[src/logic/e2_tx_defs.svh]
// Register map, field positions, reset values and timing counts of the E2 transmit block.
`ifndef E2_TX_DEFS_SVH
`define E2_TX_DEFS_SVH
// Register indices as printed; byte address is four times the index.
`define IDX_TX_CTRL        16'h1902
`define IDX_E2_VALUE       16'h1947
`define IDX_MAPPER_CTRL2   16'h1960
`define IDX_OH_STATUS      16'h1961
`define ADDR_TX_CTRL       16'h6408
`define ADDR_E2_VALUE      16'h651C
`define ADDR_MAPPER_CTRL2  16'h6580
`define ADDR_OH_STATUS     16'h6584
// Field positions.
`define BIT_SCR_EN         2
`define BIT_E2_SRC_SEL     5
`define BIT_EXT_OH_EN      4
// Reset values.
`define RST_CTRL_B0        8'h00
`define RST_CTRL_B1        8'h00
`define RST_E2_VALUE       8'h00
`define RST_MAPPER_CTRL2   8'h10
// Writable masks: reserved bits stay zero.
`define MASK_CTRL_B0       8'hBF
`define MASK_CTRL_B1       8'h3F
// Frame positions in bytes from the frame start.
`define E2_BYTE_INDEX      12'd2166
`define SCR_START_INDEX    12'd9
`define FRAME_LAST_INDEX   12'd4095
// Overhead port timing.
`define PORT_CLK_NS        64
`define SYS_CLK_NS         8
`define PORT_DIV           (`PORT_CLK_NS / `SYS_CLK_NS)
`define PHASE_RISE         3'd0
`define PHASE_SAMPLE       3'd2
`define PHASE_FALL         3'd4
`define OH_WAIT_PERIODS    4'd3
`define E2_BITS            4'd8
`define SCR_SEED           7'h7F
`define AXI_OKAY           2'h0
`define AXI_SLVERR         2'h2
`endif

[src/logic/e2_tx_pkg.sv]
// Types shared by the E2 transmit block.
package e2_tx_pkg;
	typedef enum logic [2:0] {
		OH_IDLE    = 3'b001,
		OH_MARK    = 3'b010,
		OH_COLLECT = 3'b100
	} oh_state_type;
endpackage : e2_tx_pkg
[src/logic/e2_tx_block.sv]
// E2 orderwire source selection, serial overhead capture and frame scrambler.
//------------------------------------------------------------
// Notes on behaviour
// - Source select one takes E2 from software unless insert request is high with accept enable.
// - Software byte copied into each E2 slot.
// - E2 value register, read/write, resets zero.
// - Accept enable lets the serial port supply overhead.
// - Source select zero takes E2 from serial port.
// - Device latches each bit on following rise.
// - Scrambler enable bit turns scrambling on/off.
// - Scrambler polynomial x^7+x^6+1, period 127.
//------------------------------------------------------------
`timescale 1ns/10ps
`include "e2_tx_defs.svh"
module e2_tx_block (
	input  wire logic                     clk,                      // 125 MHz system clock
	input  wire logic                     rst_n,                    // synchronous reset, low
	input  wire logic [15:0]              s_axi_awaddr,             // write address
	input  wire logic                     s_axi_awvalid,            // write address valid
	output logic                          s_axi_awready,            // write address ready
	input  wire logic [31:0]              s_axi_wdata,              // write data
	input  wire logic [3:0]               s_axi_wstrb,              // write byte lanes
	input  wire logic                     s_axi_wvalid,             // write data valid
	output logic                          s_axi_wready,             // write data ready
	output logic [1:0]                    s_axi_bresp,              // write response
	output logic                          s_axi_bvalid,             // write response valid
	input  wire logic                     s_axi_bready,             // write response ready
	input  wire logic [15:0]              s_axi_araddr,             // read address
	input  wire logic                     s_axi_arvalid,            // read address valid
	output logic                          s_axi_arready,            // read address ready
	output logic [31:0]                   s_axi_rdata,              // read data
	output logic [1:0]                    s_axi_rresp,              // read response
	output logic                          s_axi_rvalid,             // read data valid
	input  wire logic                     s_axi_rready,             // read data ready
	input  wire logic [7:0]               tx_in_data,               // outbound frame byte
	input  wire logic                     tx_in_valid,              // byte valid
	input  wire logic                     tx_in_sof,                // first byte of frame
	output logic [7:0]                    tx_out_data,              // processed frame byte
	output logic                          tx_out_valid,             // processed byte valid
	output logic                          tx_out_sof,               // processed frame start
	output logic                          overhead_port_clock,      // port clock, 64 ns
	output logic                          overhead_slot_strobe,     // bit window strobe
	output logic                          overhead_frame_marker,    // frame marker
	input  wire logic                     overhead_serial_in,       // serial E2 bits
	input  wire logic                     overhead_insert_request,  // optional insert request
	output e2_tx_pkg::oh_state_type       oh_state                  // port sequencer state
);
	import e2_tx_pkg::*;
	function automatic logic [14:0] scr_step(input logic [6:0] s);
		logic [6:0] t;
		logic [7:0] k;
		t = s;
		k = 8'h00;
		for (int i = 7; i >= 0; i--) begin
			k[i] = t[6];
			t    = {t[5:0], t[6] ^ t[5]};
		end
		return {t, k};
	endfunction : scr_step
	//------------------------------------------------------------
	// Register bus
	//------------------------------------------------------------
	logic [7:0]  ctrl_b0_q, ctrl_b1_q, e2_sw_q, mapper_q;
	logic [15:0] awaddr_q;
	logic [31:0] wdata_q;
	logic [3:0]  wstrb_q;
	logic        aw_held_q, w_held_q, bvalid_q, rvalid_q;
	logic [1:0]  bresp_q, rresp_q;
	logic [31:0] rdata_q;
	logic [7:0]  e2_ext_q, cap_count_q;
	wire do_write  = aw_held_q && w_held_q && !bvalid_q;
	wire hit_ctrl  = awaddr_q == `ADDR_TX_CTRL;
	wire hit_e2    = awaddr_q == `ADDR_E2_VALUE;
	wire hit_map   = awaddr_q == `ADDR_MAPPER_CTRL2;
	wire w_mapped  = hit_ctrl || hit_e2 || hit_map;
	wire do_read   = s_axi_arvalid && !rvalid_q;
	wire r_ctrl    = s_axi_araddr == `ADDR_TX_CTRL;
	wire r_e2      = s_axi_araddr == `ADDR_E2_VALUE;
	wire r_map     = s_axi_araddr == `ADDR_MAPPER_CTRL2;
	wire r_stat    = s_axi_araddr == `ADDR_OH_STATUS;
	wire r_mapped  = r_ctrl || r_e2 || r_map || r_stat;
	wire [31:0] rd_mux = r_ctrl ? {16'h0000, ctrl_b1_q, ctrl_b0_q} :
		r_e2 ? {24'h000000, e2_sw_q} : r_map ? {24'h000000, mapper_q} :
		r_stat ? {16'h0000, cap_count_q, e2_ext_q} : 32'h00000000;
	assign s_axi_awready = !aw_held_q && !bvalid_q;
	assign s_axi_wready  = !w_held_q && !bvalid_q;
	assign s_axi_arready = !rvalid_q;
	assign s_axi_bvalid  = bvalid_q;
	assign s_axi_bresp   = bresp_q;
	assign s_axi_rvalid  = rvalid_q;
	assign s_axi_rresp   = rresp_q;
	assign s_axi_rdata   = rdata_q;
	always_ff @(posedge clk) begin
		if (!rst_n) begin
			aw_held_q <= 1'b0;
			w_held_q  <= 1'b0;
			bvalid_q  <= 1'b0;
			bresp_q   <= `AXI_OKAY;
			awaddr_q  <= 16'h0000;
			wdata_q   <= 32'h00000000;
			wstrb_q   <= 4'h0;
		end else begin
			if (s_axi_awvalid && s_axi_awready) begin
				aw_held_q <= 1'b1;
				awaddr_q  <= s_axi_awaddr;
			end
			if (s_axi_wvalid && s_axi_wready) begin
				w_held_q <= 1'b1;
				wdata_q  <= s_axi_wdata;
				wstrb_q  <= s_axi_wstrb;
			end
			if (do_write) begin
				aw_held_q <= 1'b0;
				w_held_q  <= 1'b0;
				bvalid_q  <= 1'b1;
				bresp_q   <= w_mapped ? `AXI_OKAY : `AXI_SLVERR;
			end else if (bvalid_q && s_axi_bready) begin
				bvalid_q <= 1'b0;
			end
		end
	end

	always_ff @(posedge clk) begin
		if (!rst_n) begin
			ctrl_b0_q <= `RST_CTRL_B0;
			ctrl_b1_q <= `RST_CTRL_B1;
			e2_sw_q   <= `RST_E2_VALUE;
			mapper_q  <= `RST_MAPPER_CTRL2;
		end else if (do_write) begin
			if (hit_ctrl && wstrb_q[0])
				ctrl_b0_q <= wdata_q[7:0] & `MASK_CTRL_B0;
			if (hit_ctrl && wstrb_q[1])
				ctrl_b1_q <= wdata_q[15:8] & `MASK_CTRL_B1;
			if (hit_e2 && wstrb_q[0])
				e2_sw_q <= wdata_q[7:0];
			if (hit_map && wstrb_q[0])
				mapper_q <= wdata_q[7:0];
		end
	end

	always_ff @(posedge clk) begin
		if (!rst_n) begin
			rvalid_q <= 1'b0;
			rdata_q  <= 32'h00000000;
			rresp_q  <= `AXI_OKAY;
		end else if (do_read) begin
			rvalid_q <= 1'b1;
			rdata_q  <= rd_mux;
			rresp_q  <= r_mapped ? `AXI_OKAY : `AXI_SLVERR;
		end else if (rvalid_q && s_axi_rready) begin
			rvalid_q <= 1'b0;
		end
	end

	//------------------------------------------------------------
	// Overhead port
	//------------------------------------------------------------
	// The port clock is a divided system clock, so the sample and drive moments are known
	// phases of the divider rather than detected edges.
	logic [2:0] div_q;
	logic       pclk_q, sin_m_q, sin_s_q, ins_m_q, ins_s_q;
	logic       frame_pend_q, strobe_q;
	logic [3:0] rise_cnt_q, bit_cnt_q;
	logic [7:0] shift_q;
	oh_state_type state_q;
	wire tick_sample = div_q == `PHASE_SAMPLE;
	wire tick_fall   = div_q == `PHASE_FALL;
	wire in_window   = rise_cnt_q >= `OH_WAIT_PERIODS && bit_cnt_q < `E2_BITS;
	wire capture     = state_q == OH_COLLECT && tick_sample && in_window;
	wire last_bit    = capture && bit_cnt_q == `E2_BITS - 4'd1;
	wire frame_start = tx_in_valid && tx_in_sof;
	assign overhead_port_clock   = pclk_q;
	assign overhead_frame_marker = state_q == OH_MARK;
	assign overhead_slot_strobe  = strobe_q;
	assign oh_state              = state_q;
	always_ff @(posedge clk) begin
		if (!rst_n) begin
			div_q   <= 3'd0;
			pclk_q  <= 1'b0;
			sin_m_q <= 1'b0;
			sin_s_q <= 1'b0;
			ins_m_q <= 1'b0;
			ins_s_q <= 1'b0;
		end else begin
			div_q   <= div_q + 3'd1;
			pclk_q  <= ~div_q[2];
			sin_m_q <= overhead_serial_in;
			sin_s_q <= sin_m_q;
			ins_m_q <= overhead_insert_request;
			ins_s_q <= ins_m_q;
		end
	end

	// A frame start that lands while the marker is issued is kept, not dropped.
	always_ff @(posedge clk) begin
		if (!rst_n)
			frame_pend_q <= 1'b0;
		else if (frame_start)
			frame_pend_q <= 1'b1;
		else if (state_q == OH_IDLE && tick_fall)
			frame_pend_q <= 1'b0;
	end

	always_ff @(posedge clk) begin
		if (!rst_n) begin
			state_q    <= OH_IDLE;
			strobe_q   <= 1'b0;
			rise_cnt_q <= 4'd0;
			bit_cnt_q  <= 4'd0;
		end else begin
			unique case (state_q)
				OH_IDLE: begin
					if (tick_fall && frame_pend_q)
						state_q <= OH_MARK;
				end
				OH_MARK: begin
					rise_cnt_q <= 4'd0;
					bit_cnt_q  <= 4'd0;
					if (tick_fall)
						state_q <= OH_COLLECT;
				end
				OH_COLLECT: begin
					if (tick_sample && !in_window)
						rise_cnt_q <= rise_cnt_q + 4'd1;
					if (capture)
						bit_cnt_q <= bit_cnt_q + 4'd1;
					if (last_bit)
						state_q <= OH_IDLE;
				end
			endcase
			if (tick_fall)
				strobe_q <= state_q == OH_COLLECT && in_window;
			else if (state_q != OH_COLLECT)
				strobe_q <= 1'b0;
		end
	end

	// latch each serial bit on the port rise
	always_ff @(posedge clk) begin
		if (!rst_n) begin
			shift_q     <= 8'h00;
			e2_ext_q    <= 8'h00;
			cap_count_q <= 8'h00;
		end else begin
			if (capture)
				shift_q <= {shift_q[6:0], sin_s_q};
			if (last_bit) begin
				e2_ext_q    <= {shift_q[6:0], sin_s_q};
				cap_count_q <= cap_count_q + 8'h01;
			end
		end
	end

	//------------------------------------------------------------
	// Frame datapath
	//------------------------------------------------------------
	logic [11:0] bcnt_q;
	logic [6:0]  scr_q;
	wire [11:0] idx      = tx_in_sof ? 12'd0 : bcnt_q;
	wire        scr_en   = ctrl_b0_q[`BIT_SCR_EN];
	wire        src_sw   = ctrl_b1_q[`BIT_E2_SRC_SEL];
	wire        ext_en   = mapper_q[`BIT_EXT_OH_EN];
	wire        e2_slot  = idx == `E2_BYTE_INDEX;
	wire        use_ext  = ext_en && (!src_sw || ins_s_q);
	wire [6:0]  scr_cur  = idx == `SCR_START_INDEX ? `SCR_SEED : scr_q;
	wire [14:0] scr_nxt  = scr_step(scr_cur);
	wire        scr_here = scr_en && idx >= `SCR_START_INDEX;
	// serial source when select is zero
	// serial source only with accept enable
	wire [7:0]  e2_byte  = use_ext ? e2_ext_q : (src_sw ? e2_sw_q : tx_in_data);
	wire [7:0]  ins_byte = e2_slot ? e2_byte : tx_in_data;
	// scrambling gated by the enable bit
	wire [7:0]  out_byte = scr_here ? ins_byte ^ scr_nxt[7:0] : ins_byte;
	always_ff @(posedge clk) begin
		if (!rst_n) begin
			bcnt_q       <= 12'd0;
			scr_q        <= `SCR_SEED;
			tx_out_data  <= 8'h00;
			tx_out_valid <= 1'b0;
			tx_out_sof   <= 1'b0;
		end else begin
			tx_out_valid <= tx_in_valid;
			if (tx_in_valid) begin
				if (idx >= `SCR_START_INDEX)
					scr_q <= scr_nxt[14:8];
				if (idx != `FRAME_LAST_INDEX)
					bcnt_q <= idx + 12'd1;
				tx_out_data <= out_byte;
				tx_out_sof  <= tx_in_sof;
			end
		end
	end

	//------------------------------------------------------------
	// Checks
	//------------------------------------------------------------
	chk_sw_e2_insert: assert property (@(posedge clk) disable iff (!rst_n)
		tx_in_valid && e2_slot && src_sw && !use_ext && !scr_here
		|=> tx_out_data == $past(e2_sw_q)) else $error("software E2 byte not inserted");
	chk_sw_e2_copy: assert property (@(posedge clk) disable iff (!rst_n)
		tx_in_valid && e2_slot && src_sw && !ext_en && !scr_en
		|=> tx_out_valid && tx_out_data == $past(e2_sw_q)) else $error("E2 copy wrong");
	chk_e2_reset_val: assert property (@(posedge clk)
		$rose(rst_n) |-> e2_sw_q == 8'h00) else $error("E2 value not zero after reset");
	chk_no_accept_pass: assert property (@(posedge clk) disable iff (!rst_n)
		tx_in_valid && e2_slot && !src_sw && !ext_en && !scr_here
		|=> tx_out_data == $past(tx_in_data)) else $error("E2 altered without accept enable");
	chk_ext_e2_insert: assert property (@(posedge clk) disable iff (!rst_n)
		tx_in_valid && e2_slot && !src_sw && ext_en && !scr_here
		|=> tx_out_data == $past(e2_ext_q)) else $error("serial E2 byte not inserted");
	chk_bit_latch: assert property (@(posedge clk) disable iff (!rst_n)
		capture |=> shift_q[0] == $past(sin_s_q) && $past(overhead_port_clock, 2)
			&& !$past(overhead_port_clock, 3))
		else $error("serial bit not latched at port rise");
	chk_marker_width: assert property (@(posedge clk) disable iff (!rst_n)
		$rose(overhead_frame_marker) |-> overhead_frame_marker[*8] ##1 !overhead_frame_marker)
		else $error("frame marker not one port period");
	chk_scr_off: assert property (@(posedge clk) disable iff (!rst_n)
		tx_in_valid && !scr_en && !e2_slot |=> tx_out_data == $past(tx_in_data))
		else $error("data scrambled while disabled");
	chk_scr_seed: assert property (@(posedge clk) disable iff (!rst_n)
		tx_in_valid && !tx_in_sof && bcnt_q == `SCR_START_INDEX && scr_en
		|=> tx_out_data == ($past(tx_in_data) ^ 8'hFE)) else $error("scrambler seed wrong");
	chk_scr_framing: assert property (@(posedge clk) disable iff (!rst_n)
		tx_in_valid && tx_in_sof |=> tx_out_data == $past(tx_in_data))
		else $error("framing byte scrambled");
endmodule : e2_tx_block

[config.mk]
export PLATFORM = sky130hd
export DESIGN_NAME = e2_tx_block
export DESIGN_NICKNAME = d
export VERILOG_FILES = /design/src/logic/e2_tx_pkg.sv /design/src/logic/e2_tx_block.sv
export VERILOG_INCLUDE_DIRS = /design/src /design/src/logic
export SDC_FILE = /design/constraint.sdc
export NUM_CORES = 1
export LEC_CHECK = 0
export BUFFER_PORTS_ARGS = -buffer_cell sky130_fd_sc_hd__buf_2
export CORE_MARGIN = 2
export CORE_UTILIZATION = 44
export DETAILED_ROUTE_END_ITERATION = 7
export GPL_TIMING_DRIVEN = 0
export PLACE_DENSITY = 0.66
export SLEW_MARGIN = 0
export SYNTH_ARGS = -nofsm -noshare
export SYNTH_HDL_FRONTEND = slang
export SYNTH_SLANG_ARGS = --single-unit
[constraint.sdc]
create_clock -name clk -period 2.52 [get_ports clk]
set_input_delay 0.504 -clock clk [delete_from_list [all_inputs] [get_ports clk]]
set_output_delay 0.504 -clock clk [all_outputs]
set_load 0.01 [all_outputs]
======== Word level (Yosys, flattened, before mapping) ========
Cells that the tools add are included.
word-level totals
  flip-flop bits (word level) ............. 174
  output and inout port bits .............. 57
  word-level logic and storage cells ...... 153
operators by class
  add/sub/neg operators ................... 5
  magnitude comparators ................... 3
  equal/unequal tests ..................... 22
  mux-type cells .......................... 28
  bitwise gates (word level) .............. 11
  reduce and logical (&&, ||, !) cells .... 51
operators with widths
  kind                     count
  $eq A16 B15 Y1 const B   7
  $mux W16                 4
  $mux W8                  4
  $logic_and A1 B1 Y1      24
  $pmux W4 S2              2
  $reduce_and A2 Y1        8
  $add A12 B1 Y12 const B  1
  $eq A12 B12 Y1 const B   1
  $eq A12 B4 Y1 const B    1
  $ge A12 B4 Y1 const B    1
  $mux W12                 1
  $ne A12 B12 Y1 const B   1
  $reduce_bool A2 Y1       5
  $mux W3                  3
  $pmux W3 S3              1
  $add A4 B1 Y4 const B    2
  $add A8 B1 Y8 const B    1
  $mux W1                  8
  $mux W4                  2
  $xor A1 B1 Y1            8
  $xor A8 B8 Y8            1
  $mux W7                  1
  $eq A3 B2 Y1 const B     2
  $eq A3 B3 Y1 const B     2
  14 further kinds         29

======== Depth between registers and ports, before layout ========
  word-level depth ........................ 7
  depth in mapped cells ................... 9

======== Least setup slack after synthesis ========
No wires, ideal clock.
  path kind ............................... in2reg
  start point ............................. in tx_in_sof
  end point ............................... reg bcnt_q[8]
  arrival ................................. 2.013 ns
  path slack .............................. 0.436 ns
  stages .................................. 5
  buffers on the path ..................... 1
  cells stage by stage .................... nand4b_1 > o41ai_1 > clkbuf_1 > o21ai_0 > a21oi_1
between the ends
  cells in the longest elaborated chain, start to end .. 3
  elaborated cells on any way between the ends .. 4
ends and longest elaborated chain
  item                                                     RTL line            text
  from (decl)                                              e2_tx_block.sv:37   input wire logic tx_in_sof,
  $mux W12 *                                               e2_tx_block.sv:259  wire [11:0] idx = tx_in_sof ? 12'd0 : bcnt_q;
  branches (longest 2 deep; another with $add A12 B1 Y12)  --
  to (signal assigned)                                     e2_tx_block.sv:287  bcnt_q <= idx + 12'd1;
  to (decl)                                                e2_tx_block.sv:257  logic [11:0] bcnt_q;
Every way passes the cells marked *.
A chain may end at the register's enable or synchronous reset.

======== Worst setup path in the final report ========
  start point ............................. reg awaddr_q[5]
  end point ............................... reg mapper_q[2]
between the ends
  cells in the longest elaborated chain, start to end .. 3
ends and longest elaborated chain
  item                         RTL line            text
  from (decl)                  e2_tx_block.sv:64   logic [15:0] awaddr_q;
  from (signal assigned)       e2_tx_block.sv:105  awaddr_q <= s_axi_awaddr;
  $eq A16 B15 Y1 (no line)     --
  $logic_and A1 B1 Y1          e2_tx_block.sv:136  if (hit_map && wstrb_q[0])
  $reduce_and A2 Y1 (no line)  --
  to (signal assigned)         e2_tx_block.sv:128  mapper_q <= `RST_MAPPER_CTRL2;
  to (signal assigned)         e2_tx_block.sv:137  mapper_q <= wdata_q[7:0];
  to (decl)                    e2_tx_block.sv:63   logic [7:0] ctrl_b0_q, ctrl_b1_q, e2_sw_q, mapper_q;
Every way passes these cells.

==> summary.md <==
| Metric | Value |
|---|---|
| Outcome | `complete, no violations` |
| CP required | `about 2.8 ns` |
| Die X-Extent | `about 130 um` |
| Number of max-cap violations | `0` |
| Comb power frac | `approximately 8.0%` |
| Largest net degree at the start of global routing | `17` |
| Fin. Hold Viols | `0` |
| Worst r2r src | `awaddr_q[5]$_SDFFE_PN0P_` |
| Finish-stage setup viols | `0` |
| Startpoint types | `register` |
| Slew headroom | `a little under a third` |
| Syn Area/Cell | `roughly 8.5 um^2` |
| First-pass iteration count of the detailed router | `5` |
| All-Layer GR Usage | `22.7%` |
| Root buf cell | `clkbuf_16` |
| Pins over their slew limit | `0` |
| Synth Flop Type | `dfxtp_1` |
| Final #Nets | `1071` |
| Worst r2r dst | `mapper_q[2]$_SDFFE_PN0P_` |
| Total wire length | `~19000 um` |
| Post-synthesis cell type count | `68` |
| RSZ-0062 raised after global routing | `no` |
| #FFs+latches synth | `156` |
| Vias in the first global route | `around 5700` |
| CTS buffer count | `17` |
| Fmax | `between 400 and 500 MHz` |
| Cell Pwr Density | `661 mW/mm^2` |
| Max clock buf depth | `2` |
| Leakage | `roughly 3.5 nW` |
| Setup TNS | `0 ns` |
| DRT iter0 DRCs | `~370` |
| Tightest Pin Transition | `between 1 and 1.5 ns` |
| Post-synth ARST share | `0%` |
| DPL Wire Length | `between 10000 and 15000 um` |
| Clock Latency Late Sink | `about 0.42 ns` |
| Layout Cells excl Fill | `1206` |
| Tcrit/Tclk final | `between 90 and 100%` |
| Worst Path Arrival | `about 2.6 ns` |
| Clock skew | `between 0.008 and 0.009 ns` |
| Total number of vias | `between 6000 and 7000` |
| Fin Hold WS | `0.257 ns` |
| Synth Cell Area | `a little over 0.007 mm^2` |
| Antenna cells | `0` |
| Yosys top cell by area | `dfxtp_1` |
| H-Tree Level Count | `4` |
| Synth cell count leaders | `156 x dfxtp_1, 133 x nand2_1, 86 x a21oi_1` |
| Share of layout cells above drive strength 1 | `between 10% and 20%` |
| Area Growth Syn to Fin | `21.1%` |
| Top post-synthesis cells by area | `dfxtp_1 44%, nand2_1 7.1%, a21oi_1 6.1%` |
| Critical path fanouts, max | `9` |
| Core box area | `~0.016 mm^2` |
| P_int | `around 4.4 mW` |
| Rows | `46` |
| CTS tree | `built` |
| Crit path time final | `between 2 and 2.5 ns` |
| Total grt overflow | `0` |
| Number of synthesized flops with an enable pin | `0` |
| Initial Util | `between 40% and 50%` |
| Yosys Warn Count | `0` |
| CP Capture Type | `register` |
| Hold WC Path Type | `in2reg` |
| # IOs | `around 140` |
| Global-route wire length before repair | `29800 um` |
| Seq pwr share | `between 40% and 50%` |
| Top-area cell type share of the netlist area | `44.2%` |
| CTS sink cnt | `~160` |
| Via density per instance | `roughly 5.3` |
| Final Wtd Congestion | `0.884` |
| Die area | `roughly 0.017 mm^2` |
| Register area share after synthesis | `approximately 44%` |
| Post-DRT Antenna Nets | `0` |
| Clock share of power | `46.1%` |
| # hold bufs at CTS | `0` |
| Drt drc | `0` |
| Placed insts | `~1200` |
| Origin of the worst setup path | `awaddr_q[5]$_SDFFE_PN0P_` |
| Worst vdd ir | `around 0.52 mV` |
| Die Span Y | `~130 um` |
| Cell count of the worst reg-to-reg path | `5` |
| Critical Path End | `mapper_q[2]$_SDFFE_PN0P_` |
| Top-count cell post-synth | `dfxtp_1` |
| Clk pin slew, worst setup/hold paths | `0.06 ns` |
| Psw | `roughly 1.3 mW` |
| Sw frac | `between 20% and 30%` |
| Internal reg-to-reg setup slack | `0.19 ns` |
| Port Buf Inserts | `about 110` |
| Crit Path Category | `reg2reg` |
| Synth Instances | `around 840` |
| WL/cell | `about 15 um` |
| Initial antenna violation count | `0` |
critical path, cell delays in order, from the launching register on:
cell	delay, ns
dfxtp_1	0.31
nor4b_1	0.47
nand3_1	0.20
nor3_2	0.85
mux2i_1	0.29
nor2_1	0.06
cell usage in the layout, fill, tap and decap left out, types with 9 or more instances in the layout:
cell type / instances
dfxtp_1: 156
nand3_1: 23
conb_1: 18
a21oi_1: 86
and2_1: 10
xnor2_1: 13
clkbuf_1: 35
nor2_1: 84
inv_1: 13
nand2_1: 133
buf_4: 19
mux2i_1: 40
buf_2: 110
clkbuf_16: 17
o21ai_0: 49
a31oi_1: 9
metrics by stage:
step | total power, mW | setup slack [ns] | util [%] | instance area (um^2)
after floorplan | 2.91 | 0.436 | - | 7140
after global placement | 3.09 | -0.167 | 50.3 | 7930
after detailed placement | 3.10 | -0.214 | 50.3 | 7930
after CTS | 5.69 | 0.00326 | 54.2 | 8540
after global routing | 5.85 | 0.00614 | 54.3 | 8570
final | 5.66 | 0.186 | 54.3 | 8570
flip-flops by register name, summed over array words and instances, names as in the netlist, 2 cells and up:
| register | cells |
|---|---|
| ctrl_b0_q | 7 |
| div_q | 3 |
| mapper_q | 8 |
| e2_sw_q | 8 |
| e2_ext_q | 8 |
| tx_out_data | 8 |
| scr_q | 7 |
| wstrb_q | 2 |
| bit_cnt_q | 4 |
| ctrl_b1_q | 6 |
| shift_q | 7 |
| rise_cnt_q | 4 |
| cap_count_q | 8 |
| wdata_q | 14 |
| awaddr_q | 16 |
| bcnt_q | 12 |
| oh_state | 3 |
| s_axi_rdata | 16 |
cell families after synthesis:
kind of cell / after synthesis / share of synthesized area (%)
simple gates: 321 / 21.6
compound gates: 204 / 17.7
flops: 156 / 44.2
buf+inv: 83 / 6.32
mux: 48 / 6.93
xor+xnor: 18 / 2.23
fa+ha+maj: 6 / 1.06
other cells: 1 / 0.0530
worst min-delay path by stage:
stage | startpoint | end | slack [ns] | cells after the start
6_report | s_axi_rready | s_axi_rvalid$_SDFFE_PN0P_ | 0.26 | 2
5_1_grt | s_axi_rready | s_axi_rvalid$_SDFFE_PN0P_ | 0.26 | 2
4_1_cts | s_axi_rready | s_axi_rvalid$_SDFFE_PN0P_ | 0.25 | 2
3_5_place_dp | sin_m_q$_SDFF_PN0_ | sin_s_q$_SDFF_PN0_ | 0.42 | 1
3_3_place_gp | sin_m_q$_SDFF_PN0_ | sin_s_q$_SDFF_PN0_ | 0.42 | 1
2_1_floorplan | ins_m_q$_SDFF_PN0_ | ins_s_q$_SDFF_PN0_ | 0.41 | 1
final cells by class:
| cell class | instances | area (um^2) |
|---|---|---|
| Clock inverter | 5 | 78.8 |
| Multi-Input combinational cell | 615 | 3590 |
| Tap cell | 216 | 270 |
| Fill cell | 1546 | 7200 |
| Buffer | 68 | 390 |
| Inverter | 15 | 56.3 |
| Sequential cell | 156 | 3120 |
| Timing Repair Buffer | 105 | 526 |
| Clock buffer | 26 | 529 |
metal layers:
layer | vias to the layer above | GRT usage [%] | routed length (um)
met3 | 29 | 4.52 | 1080
li1 | 3189 | - | -
met4 | 0 | 9.45 | 476
met1 | 2955 | 31.6 | 9040
met5 | - | 0 | 0
met2 | 188 | 34.6 | 8050
power groups by stage:
stage                     logic [mW]  clock network [mW]  registers (mW)
final                          0.454                2.61            2.59
after global routing           0.510                2.74            2.60
after CTS                      0.454                2.64            2.59
after detailed placement       0.452                   0            2.65
after global placement         0.448                   0            2.65
after floorplan                0.265                   0            2.65
timing repair:
item,4_1_cts,5_1_grt
endpoints found under the hold margin,0,0
resized for setup,0,4
setup buffers,0,0
endpoints found under the setup margin,0,37
Power figures use the tool's default switching activity.
